===== config.mk =====
export PLATFORM = sky130hd
export DESIGN_NAME = tmr_timer
export DESIGN_NICKNAME = d
export VERILOG_FILES = /design/src/rtl/tmr_pkg.sv /design/src/rtl/tmr_prescaler.sv /design/src/rtl/tmr_timer.sv
export VERILOG_INCLUDE_DIRS = /design/src /design/src/rtl
export SDC_FILE = /design/constraint.sdc
export NUM_CORES = 1
export LEC_CHECK = 0
export ABC_CLOCK_PERIOD_IN_PS = 3650
export BUFFER_PORTS_ARGS = -buffer_cell sky130_fd_sc_hd__buf_2
export CAP_MARGIN = 20
export CORE_MARGIN = 2
export CORE_UTILIZATION = 30
export CTS_BUF_LIST = sky130_fd_sc_hd__clkbuf_16
export DETAILED_ROUTE_END_ITERATION = 10
export GPL_TIMING_DRIVEN = 0
export HOLD_SLACK_MARGIN = 0.08
export PLACE_DENSITY_LB_ADDON = 0.12
export SLEW_MARGIN = 20
export SYNTH_ARGS = -nofsm -noshare
export SYNTH_HDL_FRONTEND = slang
export SYNTH_SLANG_ARGS = --single-unit

===== constraint.sdc =====
create_clock -name pclk -period 3.65 [get_ports pclk]
set_input_delay 0.5475 -clock pclk [delete_from_list [all_inputs] [get_ports pclk]]
set_output_delay 0.5475 -clock pclk [all_outputs]
set_load 0.05 [all_outputs]

===== src/rtl/tmr_map.svh =====
// register map, field positions, reset values and prescaler codes of the 16-bit timer
`ifndef TMR_MAP_SVH
`define TMR_MAP_SVH

// ==========================================================================
// register indices; the APB byte address is four times the index
`define TMR_IDX_COUNT 16'h0100
`define TMR_IDX_PERIOD 16'h0102
`define TMR_IDX_CTRL 16'h0104
`define TMR_IDX_IRQ 16'h0106
`define TMR_IDX_OSC 16'h0108

// ==========================================================================
// reset values and writable-bit masks
`define TMR_RST_COUNT 16'h0000
`define TMR_RST_PERIOD 16'hFFFF
`define TMR_RST_CTRL 16'h0000
`define TMR_RST_IRQ 16'h0000
`define TMR_RST_OSC 16'h0000
`define TMR_CTRL_MASK 16'hA076
`define TMR_IRQ_MASK 16'h0003
`define TMR_OSC_MASK 16'h0002

// ==========================================================================
// timer_control fields
`define TMR_BIT_ON 15
`define TMR_BIT_STOP_IDLE 13
`define TMR_BIT_GATE 6
`define TMR_BIT_PS_HI 5
`define TMR_BIT_PS_LO 4
`define TMR_BIT_SYNC 2
`define TMR_BIT_SRC 1

// ==========================================================================
// irq register and oscillator_control fields
`define TMR_BIT_IRQ_FLAG 0
`define TMR_BIT_IRQ_EN 1
`define TMR_BIT_LPOSC 1

// ==========================================================================
// prescaler terminal counts (ratio minus one) and prescale codes
`define TMR_PS_CODE_1 2'h0
`define TMR_PS_CODE_8 2'h1
`define TMR_PS_CODE_64 2'h2
`define TMR_PS_CODE_256 2'h3
`define TMR_PS_TC_8 8'h07
`define TMR_PS_TC_64 8'h3F
`define TMR_PS_TC_256 8'hFF

`endif


===== src/rtl/tmr_pkg.sv =====
// types shared by the 16-bit timer design files
package tmr_pkg;

  // ==========================================================================
  // ways of running, decoded from timer_control and oscillator_control
  typedef enum logic [2:0] {
    TMR_MODE_OFF,
    TMR_MODE_TIMER,
    TMR_MODE_GATED,
    TMR_MODE_SYNC_CNT,
    TMR_MODE_ASYNC_CNT,
    TMR_MODE_RTC
  } tmr_mode_e;

  // ==========================================================================
  // decoded timer_control fields
  typedef struct packed {
    logic timer_on;
    logic stop_in_idle;
    logic gate_accumulate_enable;
    logic [1:0] prescale_select;
    logic ext_clock_synchronize;
    logic clock_source_select;
  } tmr_ctrl_s;

  // ==========================================================================
  // one APB request as seen on the bus in the current cycle, setup or access
  typedef struct packed {
    logic sel;
    logic enable;
    logic write;
    logic [11:0] addr;
    logic [31:0] wdata;
  } tmr_apb_req_s;

endpackage : tmr_pkg


===== src/rtl/tmr_prescaler.sv =====
// input prescaler of the 16-bit timer: 1:1, 1:8, 1:64 or 1:256
`timescale 1ns/1ns
`include "tmr_map.svh"

module tmr_prescaler
  import tmr_pkg::*;
#(
  parameter int CNT_W = 8
) (
  input wire logic pclk,
  input wire logic presetn,
  input wire logic tick_in,
  input wire logic [1:0] ps_sel,
  input wire logic clear,
  output logic tick_out
);

  logic [CNT_W-1:0] ps_cnt_r;
  logic [CNT_W-1:0] term;

  // terminal count of the selected ratio
  function automatic logic [CNT_W-1:0] term_of(input logic [1:0] sel);
    case (sel)
      `TMR_PS_CODE_8: term_of = CNT_W'(`TMR_PS_TC_8);
      `TMR_PS_CODE_64: term_of = CNT_W'(`TMR_PS_TC_64);
      `TMR_PS_CODE_256: term_of = CNT_W'(`TMR_PS_TC_256);
      default: term_of = '0;
    endcase
  endfunction : term_of

  assign term = term_of(ps_sel);
  assign tick_out = tick_in && (ps_cnt_r == term);

  // counter only moves on an input tick, so it is frozen while the timer is off
  always_ff @(posedge pclk or negedge presetn) begin
    if (!presetn) begin
      ps_cnt_r <= '0;
    end else if (clear) begin
      ps_cnt_r <= '0;
    end else if (tick_in) begin
      ps_cnt_r <= (ps_cnt_r == term) ? '0 : ps_cnt_r + 1'b1;
    end
  end

endmodule : tmr_prescaler


===== src/rtl/tmr_timer.sv =====
// 16-bit timer/counter with prescaler, gating, real-time clock mode and APB registers
//
// Design decision made here: the APB slave port.
`timescale 1ns/1ns
`include "tmr_map.svh"

module tmr_timer
  import tmr_pkg::*;
#(
  parameter int ADDR_W = 12,
  parameter int CNT_W = 16
) (
  input wire logic pclk,
  input wire logic presetn,
  input wire logic psel,
  input wire logic penable,
  input wire logic pwrite,
  input wire logic [ADDR_W-1:0] paddr,
  input wire logic [31:0] pwdata,
  output logic [31:0] prdata,
  output logic pready,
  output logic pslverr,
  input wire logic ext_clock_gate_pin,
  input wire logic lowpower_osc_clk,
  input wire logic cpu_idle,
  input wire logic cpu_sleep,
  output logic timer_irq,
  output logic wake_event
);

  // ==========================================================================
  // register state
  logic [CNT_W-1:0] count_value_r;
  logic [CNT_W-1:0] period_value_r;
  logic [15:0] timer_control_r;
  logic timer_irq_flag_r;
  logic timer_irq_enable_r;
  logic lowpower_osc_enable_r;
  tmr_ctrl_s ctrl;

  // ==========================================================================
  // APB slave state
  logic pready_r;
  logic pslverr_r;
  logic [31:0] prdata_r;
  tmr_apb_req_s req;
  logic access;
  logic wr_access;
  logic wr_count;
  logic wr_period;
  logic wr_ctrl;
  logic wr_irq;
  logic wr_osc;

  // ==========================================================================
  // pin synchronisers and edges
  logic ext_s1_r;
  logic ext_s2_r;
  logic ext_s3_r;
  logic lp_s1_r;
  logic lp_s2_r;
  logic lp_s3_r;
  logic ext_rise;
  logic ext_fall;
  logic lp_rise;

  // ==========================================================================
  // counting datapath
  tmr_mode_e mode;
  logic mode_tick;
  logic run_allowed;
  logic raw_tick;
  logic ps_tick;
  logic ps_clear;
  logic at_period;
  logic match_evt;
  logic gate_fall_evt;
  logic irq_r;
  logic wake_r;

  // ==========================================================================
  // decode helpers

  // true when the address selects the register of the given index
  function automatic logic hits(input logic [ADDR_W-1:0] addr, input logic [15:0] idx);
    logic [17:0] byte_addr;
    byte_addr = {idx, 2'b00};
    hits = (addr == byte_addr[ADDR_W-1:0]);
  endfunction : hits

  // read value of a register; unimplemented bits come back as zero
  function automatic logic [31:0] read_of(input logic [ADDR_W-1:0] addr);
    logic [15:0] v;
    v = 16'h0000;
    if (hits(addr, `TMR_IDX_COUNT)) begin
      v = count_value_r;
    end else if (hits(addr, `TMR_IDX_PERIOD)) begin
      v = period_value_r;
    end else if (hits(addr, `TMR_IDX_CTRL)) begin
      v = timer_control_r & `TMR_CTRL_MASK;
    end else if (hits(addr, `TMR_IDX_IRQ)) begin
      v[`TMR_BIT_IRQ_FLAG] = timer_irq_flag_r;
      v[`TMR_BIT_IRQ_EN] = timer_irq_enable_r;
    end else if (hits(addr, `TMR_IDX_OSC)) begin
      v[`TMR_BIT_LPOSC] = lowpower_osc_enable_r;
    end
    read_of = {16'h0000, v};
  endfunction : read_of

  // true for any of the five mapped registers
  function automatic logic mapped(input logic [ADDR_W-1:0] addr);
    mapped = hits(addr, `TMR_IDX_COUNT) || hits(addr, `TMR_IDX_PERIOD) ||
             hits(addr, `TMR_IDX_CTRL) || hits(addr, `TMR_IDX_IRQ) ||
             hits(addr, `TMR_IDX_OSC);
  endfunction : mapped

  // ==========================================================================
  // APB request bundle and strobes
  assign req.sel = psel;
  assign req.enable = penable;
  assign req.write = pwrite;
  assign req.addr = 12'(paddr);
  assign req.wdata = pwdata;

  // a transfer completes on the access-phase edge where pready is high
  assign access = req.sel && req.enable && pready_r;
  assign wr_access = access && req.write;
  assign wr_count = wr_access && hits(paddr, `TMR_IDX_COUNT);
  assign wr_period = wr_access && hits(paddr, `TMR_IDX_PERIOD);
  assign wr_ctrl = wr_access && hits(paddr, `TMR_IDX_CTRL);
  assign wr_irq = wr_access && hits(paddr, `TMR_IDX_IRQ);
  assign wr_osc = wr_access && hits(paddr, `TMR_IDX_OSC);

  // ==========================================================================
  // APB answer: no wait state, data and error captured in the setup cycle
  always_ff @(posedge pclk or negedge presetn) begin
    if (!presetn) begin
      pready_r <= 1'b0;
      pslverr_r <= 1'b0;
      prdata_r <= 32'h0000_0000;
    end else begin
      pready_r <= req.sel && !req.enable;
      if (req.sel && !req.enable) begin
        pslverr_r <= !mapped(paddr);
        prdata_r <= req.write ? 32'h0000_0000 : read_of(paddr);
      end else if (access) begin
        pslverr_r <= 1'b0;
        prdata_r <= 32'h0000_0000;
      end
    end
  end

  assign pready = pready_r;
  assign pslverr = pslverr_r;
  assign prdata = prdata_r;

  // ==========================================================================
  // control registers; only implemented bits are stored
  always_ff @(posedge pclk or negedge presetn) begin
    if (!presetn) begin
      timer_control_r <= `TMR_RST_CTRL;
    end else if (wr_ctrl) begin
      timer_control_r <= pwdata[15:0] & `TMR_CTRL_MASK;
    end
  end

  always_ff @(posedge pclk or negedge presetn) begin
    if (!presetn) begin
      period_value_r <= CNT_W'(`TMR_RST_PERIOD);
    end else if (wr_period) begin
      period_value_r <= pwdata[CNT_W-1:0];
    end
  end

  always_ff @(posedge pclk or negedge presetn) begin
    if (!presetn) begin
      timer_irq_enable_r <= 1'(`TMR_RST_IRQ >> `TMR_BIT_IRQ_EN);
    end else if (wr_irq) begin
      timer_irq_enable_r <= pwdata[`TMR_BIT_IRQ_EN];
    end
  end

  always_ff @(posedge pclk or negedge presetn) begin
    if (!presetn) begin
      lowpower_osc_enable_r <= 1'b0;
    end else if (wr_osc) begin
      lowpower_osc_enable_r <= pwdata[`TMR_BIT_LPOSC];
    end
  end

  // field view of timer_control
  assign ctrl.timer_on = timer_control_r[`TMR_BIT_ON];
  assign ctrl.stop_in_idle = timer_control_r[`TMR_BIT_STOP_IDLE];
  assign ctrl.gate_accumulate_enable = timer_control_r[`TMR_BIT_GATE];
  assign ctrl.prescale_select = timer_control_r[`TMR_BIT_PS_HI:`TMR_BIT_PS_LO];
  assign ctrl.ext_clock_synchronize = timer_control_r[`TMR_BIT_SYNC];
  assign ctrl.clock_source_select = timer_control_r[`TMR_BIT_SRC];

  // ==========================================================================
  // pin synchronisers; edges look only at the second and third stages
  always_ff @(posedge pclk or negedge presetn) begin
    if (!presetn) begin
      ext_s1_r <= 1'b0;
      ext_s2_r <= 1'b0;
      ext_s3_r <= 1'b0;
    end else begin
      ext_s1_r <= ext_clock_gate_pin;
      ext_s2_r <= ext_s1_r;
      ext_s3_r <= ext_s2_r;
    end
  end

  always_ff @(posedge pclk or negedge presetn) begin
    if (!presetn) begin
      lp_s1_r <= 1'b0;
      lp_s2_r <= 1'b0;
      lp_s3_r <= 1'b0;
    end else begin
      lp_s1_r <= lowpower_osc_clk;
      lp_s2_r <= lp_s1_r;
      lp_s3_r <= lp_s2_r;
    end
  end

  assign ext_rise = ext_s2_r && !ext_s3_r;
  assign ext_fall = !ext_s2_r && ext_s3_r;
  assign lp_rise = lp_s2_r && !lp_s3_r;

  // ==========================================================================
  // mode decode; the low-power oscillator leaves only the rtc mode usable
  always_comb begin
    if (!ctrl.timer_on) begin
      mode = TMR_MODE_OFF;
    end else if (lowpower_osc_enable_r) begin
      // normal timer and counter modes are disabled here
      mode = (ctrl.clock_source_select && !ctrl.gate_accumulate_enable) ?
             TMR_MODE_RTC : TMR_MODE_OFF;
    end else if (!ctrl.clock_source_select) begin
      mode = ctrl.gate_accumulate_enable ? TMR_MODE_GATED : TMR_MODE_TIMER;
    end else begin
      mode = ctrl.ext_clock_synchronize ? TMR_MODE_SYNC_CNT : TMR_MODE_ASYNC_CNT;
    end
  end

  // ==========================================================================
  // input tick of each mode, before the prescaler
  always_comb begin
    case (mode)
      TMR_MODE_TIMER: mode_tick = 1'b1;
      TMR_MODE_GATED: mode_tick = ext_s2_r;
      TMR_MODE_SYNC_CNT: mode_tick = ext_rise;
      // one clock only: async edges still pass the pin synchroniser
      TMR_MODE_ASYNC_CNT: mode_tick = ext_rise;
      TMR_MODE_RTC: mode_tick = lp_rise;
      default: mode_tick = 1'b0;
    endcase
  end

  // idle stops every mode when stop_in_idle is set; sleep leaves only
  // asynchronous external counting, and the rtc only while ext_clock_synchronize is clear
  assign run_allowed = !(cpu_idle && ctrl.stop_in_idle) &&
                       (!cpu_sleep || (ctrl.clock_source_select &&
                                       !ctrl.ext_clock_synchronize));
  assign raw_tick = mode_tick && run_allowed;

  // ==========================================================================
  // prescaler; a clear only counts while the timer is on
  assign ps_clear = ctrl.timer_on && (wr_count ||
                    (wr_ctrl && !pwdata[`TMR_BIT_ON]));

  tmr_prescaler #(
    .CNT_W(8)
  ) u_prescaler (
    .pclk(pclk),
    .presetn(presetn),
    .tick_in(raw_tick),
    .ps_sel(ctrl.prescale_select),
    .clear(ps_clear),
    .tick_out(ps_tick)
  );

  // ==========================================================================
  // count register
  assign at_period = (count_value_r == period_value_r);
  assign match_evt = ps_tick && at_period && !wr_count;
  assign gate_fall_evt = (mode == TMR_MODE_GATED) && ext_fall;

  // a software write beats a tick in the same cycle; control writes never touch it
  always_ff @(posedge pclk or negedge presetn) begin
    if (!presetn) begin
      count_value_r <= CNT_W'(`TMR_RST_COUNT);
    end else if (wr_count) begin
      count_value_r <= pwdata[CNT_W-1:0];
    end else if (ps_tick) begin
      count_value_r <= at_period ? CNT_W'(`TMR_RST_COUNT) : count_value_r + 1'b1;
    end
  end

  // ==========================================================================
  // interrupt flag: hardware set wins over a software clear in the same cycle
  always_ff @(posedge pclk or negedge presetn) begin
    if (!presetn) begin
      timer_irq_flag_r <= 1'b0;
    end else if (match_evt || gate_fall_evt) begin
      timer_irq_flag_r <= 1'b1;
    end else if (wr_irq && !pwdata[`TMR_BIT_IRQ_FLAG]) begin
      timer_irq_flag_r <= 1'b0;
    end
  end

  // request level follows the flag one cycle later, gated by the enable
  always_ff @(posedge pclk or negedge presetn) begin
    if (!presetn) begin
      irq_r <= 1'b0;
    end else begin
      irq_r <= timer_irq_flag_r && timer_irq_enable_r;
    end
  end

  // carry-out wake-up pulse, only with the low-power oscillator in use
  always_ff @(posedge pclk or negedge presetn) begin
    if (!presetn) begin
      wake_r <= 1'b0;
    end else begin
      wake_r <= match_evt && (mode == TMR_MODE_RTC);
    end
  end

  assign timer_irq = irq_r;
  assign wake_event = wake_r;

endmodule : tmr_timer


==> results of run 1 <==
## sequential cells by signal, indices dropped and copies added, names as in the netlist, 7 cells and up
register / count
period_value_r: 16
count_value_r: 16
u_prescaler.ps_cnt_r: 8
prdata: 16
timer_control_r: 7
## metrics by stage
| step | hold slack [ns] | total power, mW | worst slack, ns | cells | area [um2] |
|---|---|---|---|---|---|
| final | 0.171 | 1.85 | 0.643 | 674 | 4940 |
| after global routing | 0.208 | 1.92 | 0.403 | 674 | 4940 |
| after CTS | 0.187 | 1.87 | 0.702 | 674 | 4930 |
| after detailed placement | 0.345 | 1.00 | 0.475 | 658 | 4660 |
| after global placement | 0.333 | 0.995 | 0.428 | 657 | 4620 |
| after floorplan | 0.252 | 0.940 | 1.28 | 426 | 4120 |
## cell families (layout without fill, tap and decap cells)
group	Yosys count	in the layout	synth area share
AOI/OAI and AO/OA	92	92	0.154
xor gates and xnor gates	20	20	0.0431
adders and majority gates	2	2	0.00615
buffers and inverters	46	118	0.0579
DFF	76	76	0.473
muxes	28	28	0.0766
other	1	16	0.000922
and+or+nand+nor	146	146	0.189
## cells in the final DEF, fill, tap and decap left out, types with 15 or more instances in the layout
cell type / synthesis / final
buf_2: 2 / 56
dfrtp_1: 60 / 60
inv_1: 13 / 17
buf_4: 16 / 17
o21ai_0: 30 / 30
dfstp_2: 16 / 16
clkbuf_1: 15 / 15
nand2_1: 47 / 47
nor2_1: 24 / 24
xnor2_1: 16 / 16
mux2_2: 25 / 25
a22oi_1: 19 / 19
nand3_1: 15 / 15
conb_1: 1 / 16
## worst min-delay path by stage
stage / endpoint / slack (ns) / cells after the start
after floorplan: count_value_r[0] / 0.25 / 0
after global placement: ext_s2_r / 0.33 / 0
after detailed placement: lp_s2_r / 0.34 / 0
after CTS: count_value_r[3] / 0.19 / 1
after global routing: count_value_r[3] / 0.21 / 1
final: count_value_r[3] / 0.17 / 1
## power breakdown
part	switching [mW]	internal, mW
registers	0.00251	0.849
clock network	0.349	0.516
logic	0.0959	0.0372
## area by class of cell
class | count | area, um2 | area share
multi-input combinational | 304 | 1980 | 0.400
sequential | 76 | 1920 | 0.389
timing repair buffer | 56 | 305 | 0.0618
clock buffer | 9 | 225 | 0.0456
tap | 176 | 220 | 0.0446
buffer | 33 | 186 | 0.0377
clock inverter | 7 | 53.8 | 0.0109
inverter | 13 | 48.8 | 0.00988
## layer usage
metal	track usage	share of wire
met5	0	0
met4	0.0581	0.012
met3	0.0307	0.045
met2	0.249	0.45
met1	0.245	0.50
==> summary.md, run 1 <==
| Metric | Value |
|---|---|
| Die area | `14,500 um2` |
| Quantity of gates resized following cts | `0` |
| CP Depth | `7` |
| Fin crit share | `0.824` |
| PD cells | `375 nW/um2` |
| TritonCTS clock tree | `built` |
| Sequential area share after synthesis | `0.473` |
| Top cells by count, synth | `dfrtp_1, nand2_1, o21ai_0` |
| Detailed Route Iter0 Violations | `232` |
| Synth Register Bits | `76` |
| Die width | `120 um` |
| Clock Sink Count | `76` |
| Total CTS buffers | `9` |
| CORE AREA | `13,200 um2` |
| Sum of negative setup slack | `0 ns` |
| Primary FF master, synth | `dfrtp_1` |
| CP Class | `flop to flop` |
| Largest net degree at the start of global routing | `45` |
| HPWL Detailed | `8700 um` |
| Post-CTS Hold Fix Bufs | `0` |
| CP cell instances | `clkbuf_1 > xnor2_1 > nand4_1 > nor4_1 > clkbuf_1 > nand3_1 > nor4_1` |
| GPL Wtd Cong | `0.893` |
| Reg2Reg Capture Point | `wake_event` |
| Clock Skew | `0.00547 ns` |
| Clk_lat worst skew | `0.33 ns` |
| Drt total wl | `11,700 um` |
| YS warnings | `0` |
| Crit path launch type | `flop` |
| Vias in the first global route | `3,376` |
| CP max FO | `10` |
| Fillers | `1,374` |
| CP top delay family | `simple AND/OR/NAND/NOR gates` |
| Status | `finished, final reports clean` |
| Mapped Cells | `411` |
| Netlist cell types | `56` |
| Req. time, crit path | `3.87 ns` |
| Worst reg2reg path depth | `7` |
| Synth area leaders | `dfrtp_1, dfstp_2, mux2_2` |
| Setup Fix Bufs, Post-CTS | `0` |
| First-pass GRT wire length | `18,800 um` |
| GR Overflow Total | `0` |
| Vias/cell | `5.07` |
| P&R area growth vs syn | `21.5%` |
| WP buf/inv | `2` |
| Remaining DRCs | `0` |
| ANT nets after route | `0` |
| Diode count | `0` |
| Post-synth ARST share | `1.00` |
| Overall Global Routing Usage | `0.168` |
| Clk buf depth | `2` |
| Post-synth top area share | `0.369` |
| RSZ-0062 raised after global routing | `no` |
| Syn Std Cell Area | `4070 um2` |
| Slew Limit Fails | `0` |
| Layout Utilization | `0.373` |
| Port Buffers | `55` |
| Vias | `3,418` |
| Largest area contributor in the netlist | `dfrtp_1` |
| P_leak | `2.22 nW` |
| Maximum vdd drop | `146 uV` |
| Row Count | `42` |
| Htree depth | `3` |
| Layout cells sized above 1 | `0.267` |
| Pre-Repair DR Iteration Count | `5` |
| Initial antenna violation count | `0` |
| Root Buffer | `clkbuf_16` |
| Setup violations, final | `0` |
| Worst-Margin Slew | `1.10 ns` |
| Initial Util | `0.307` |
| Most frequent cell after synthesis | `dfrtp_1` |
| Top achievable clock speed | `333 MHz` |
| Final critical-path required period | `3.01 ns` |
| Reg-to-reg slack, setup | `0.64 ns` |
| Slew HR | `0.266` |
| Hold Crit Class | `input port to asynchronous set/reset pin` |
| R2r startpoint | `count_value_r[4]` |
| Critical Path Max Stage Delay | `0.81 ns` |
| Avg Inst Size Synth | `9.89 um2` |
| Crit end category | `flop` |
| Slowest CP cell | `nor4_1` |
| Nets | `548` |
| Max-cap viol count | `0` |
| Critical Path Source | `count_value_r[4]` |
| Clock-pin slew on the worst setup and hold paths | `0.06 ns` |
| CP arrival | `3.23 ns` |
| Wire per inst | `17.3 um` |
| I/O pin total | `89` |
| Number of synthesized flops with an enable pin | `0` |
| Final hold viol count | `0` |
| Die H | `120 um` |
| Crit path to | `wake_event` |
No activity file was read; power rests on OpenSTA's default activity.
==> run 2, diff against run 1 <==
--- a/config.mk
+++ b/config.mk
@@ -6,7 +6,7 @@
 export SDC_FILE = /design/constraint.sdc
 export NUM_CORES = 1
 export LEC_CHECK = 0
-export ABC_CLOCK_PERIOD_IN_PS = 3650
+export ABC_CLOCK_PERIOD_IN_PS = 2600
 export BUFFER_PORTS_ARGS = -buffer_cell sky130_fd_sc_hd__buf_2
 export CAP_MARGIN = 20
 export CORE_MARGIN = 2
==> constraint.sdc (replaced) <==
create_clock -name pclk -period 2.6 [get_ports pclk]
set_input_delay 0.39 -clock pclk [delete_from_list [all_inputs] [get_ports pclk]]
set_output_delay 0.39 -clock pclk [all_outputs]
set_load 0.05 [all_outputs]
==> summary.md, run 2 (same netlist as run 1, synthesis figures left out) <==
| Metric | Value |
|---|---|
| Status | `finished, final reports clean` |
| CORE AREA | `13,200 um2` |
| Clock-pin slew on the worst setup and hold paths | `0.06 ns` |
| Fin crit share | `0.924` |
| TritonCTS clock tree | `built` |
| Top achievable clock speed | `416 MHz` |
| Area occupied by multi-input gates | `1990 um2` |
| Vias/cell | `5.14` |
| Clk_lat worst skew | `0.33 ns` |
| Total CTS buffers | `9` |
| First-pass GRT wire length | `18,900 um` |
| I/O pin total | `89` |
| WP buf/inv | `1` |
| Slew HR | `0.322` |
| Die area | `14,500 um2` |
| Crit path launch type | `flop` |
| Fillers | `1,375` |
| CP Depth | `6` |
| GPL Wtd Cong | `0.893` |
| Slew Limit Fails | `0` |
| Die width | `120 um` |
| Reg2Reg Capture Point | `wake_event` |
| Drt total wl | `11,700 um` |
| GR Overflow Total | `0` |
| HPWL Detailed | `8700 um` |
| CP top delay family | `simple AND/OR/NAND/NOR gates` |
| Initial Util | `0.307` |
| Port Buffers | `55` |
| Critical Path Max Stage Delay | `0.48 ns` |
| Worst reg2reg path depth | `6` |
| Nets | `554` |
| Largest net degree at the start of global routing | `45` |
| Root Buffer | `clkbuf_16` |
| Diode count | `0` |
| Initial antenna violation count | `0` |
| Final critical-path required period | `2.40 ns` |
| Final Instance Area | `5010 um2` |
| Crit end category | `flop` |
| Sequential Area | `1920 um2` |
| Detailed Route Iter0 Violations | `263` |
| Maximum vdd drop | `205 uV` |
| Overall Global Routing Usage | `0.169` |
| Remaining DRCs | `0` |
| Layout cells sized above 1 | `0.284` |
| Hold Crit Class | `input port to flop` |
| CP Class | `flop to flop` |
| Pre-Repair DR Iteration Count | `5` |
| Critical Path Source | `count_value_r[1]` |
| Vias in the first global route | `3,398` |
| Wire per inst | `17.2 um` |
| CP arrival | `2.62 ns` |
| Final Power | `2.60 mW` |
| Htree depth | `3` |
| Vias | `3,493` |
| Req. time, crit path | `2.82 ns` |
| ANT nets after route | `0` |
| Commonest non-fill, non-tap cell in the layout | `dfrtp_1` |
| Die H | `120 um` |
| Clock Sink Count | `76` |
| Placed cell area | `4660 um2` |
| CP max FO | `10` |
| Final hold viol count | `0` |
| RSZ-0062 raised after global routing | `no` |
| Worst-Margin Slew | `1.01 ns` |
| R2r startpoint | `count_value_r[1]` |
| Row Count | `42` |
| Reg-to-reg slack, setup | `0.20 ns` |
| PD cells | `519 nW/um2` |
| Slowest CP cell | `nor4_4` |
| P_leak | `2.27 nW` |
| CP cell instances | `xnor2_1 > nand4_1 > nor4_4 > clkbuf_2 > nand3_1 > nor4_1` |
| P&R area growth vs syn | `23.3%` |
| Crit path to | `wake_event` |
| Max-cap viol count | `0` |
| Setup violations, final | `0` |
| Clk buf depth | `2` |
| Most frequent cells in the layout | `dfrtp_1, buf_2, nand2_1, o21ai_0, mux2_2` |
| Clock Skew | `0.00570 ns` |
-- run 2: changes by cell type in the layout (fill, tap and decap cells not counted) --
cell           delta
clkbuf_1          -4
dlygate4sd3_1     +1
clkbuf_4          +1
buf_2             -1
clkbuf_2          +3
nor4_4            +1
nor4_1            -1
buf_4             +6
-- run 2: layer usage --
metal  global-route usage  wire, um
met1                0.246      5660
met2                0.251      5280
met3               0.0307       660
met4               0.0552       121
met5                    0         0
-- run 2: worst reg2reg max path: stages, from the launching register on --
cell	delay [ns]
dfrtp_1	0.47
xnor2_1	0.29
nand4_1	0.25
nor4_4	0.48
clkbuf_2	0.32
nand3_1	0.19
nor4_1	0.30
-- run 2: metrics by stage --
stage                     setup TNS [ns]  setup slack (ns)   util  cells  hold WS (ns)
final                                  0             0.199  0.378    680         0.162
after global routing                   0            0.0323  0.378    680         0.154
after CTS                              0            0.0335  0.377    679         0.152
after detailed placement           -6.11            -0.417  0.352    658         0.345
after global placement             -8.76            -0.464  0.349    657         0.333
after floorplan                        0             0.280      -    426        0.0944
-- run 2: repair_timing --
item	4_1_cts	5_1_grt
setup buffers	4	2
endpoints found under the hold margin	23	0
pin swaps	1	1
hold buffers	1	0
gates resized for setup	4	4
setup endpoints to repair	16	11
-- run 2: power breakdown --
part / leakage, nW / switching, mW / internal [mW]
sequential: 0.955 / 0.00356 / 1.19
combinational: 1.17 / 0.135 / 0.0538
clock: 0.152 / 0.491 / 0.725
-- run 2: worst min path at each step --
| stage | startpoint | end | depth (start not counted) |
|---|---|---|---|
| after floorplan | presetn | count_value_r[0] | 0 |
| after global placement | ext_s1_r | ext_s2_r | 0 |
| after detailed placement | lp_s1_r | lp_s2_r | 0 |
| after CTS | lowpower_osc_clk | lp_s1_r | 1 |
| after global routing | ext_clock_gate_pin | ext_s1_r | 1 |
| final | lowpower_osc_clk | lp_s1_r | 1 |
-- run 2: cell type report --
cell class                 count  area share
multi-input combinational    304       0.398
sequential                    76       0.383
timing repair buffer          63      0.0719
clock buffer                   9      0.0449
tap                          176      0.0439
buffer                        32      0.0377
clock inverter                 7      0.0107
inverter                      13     0.00974
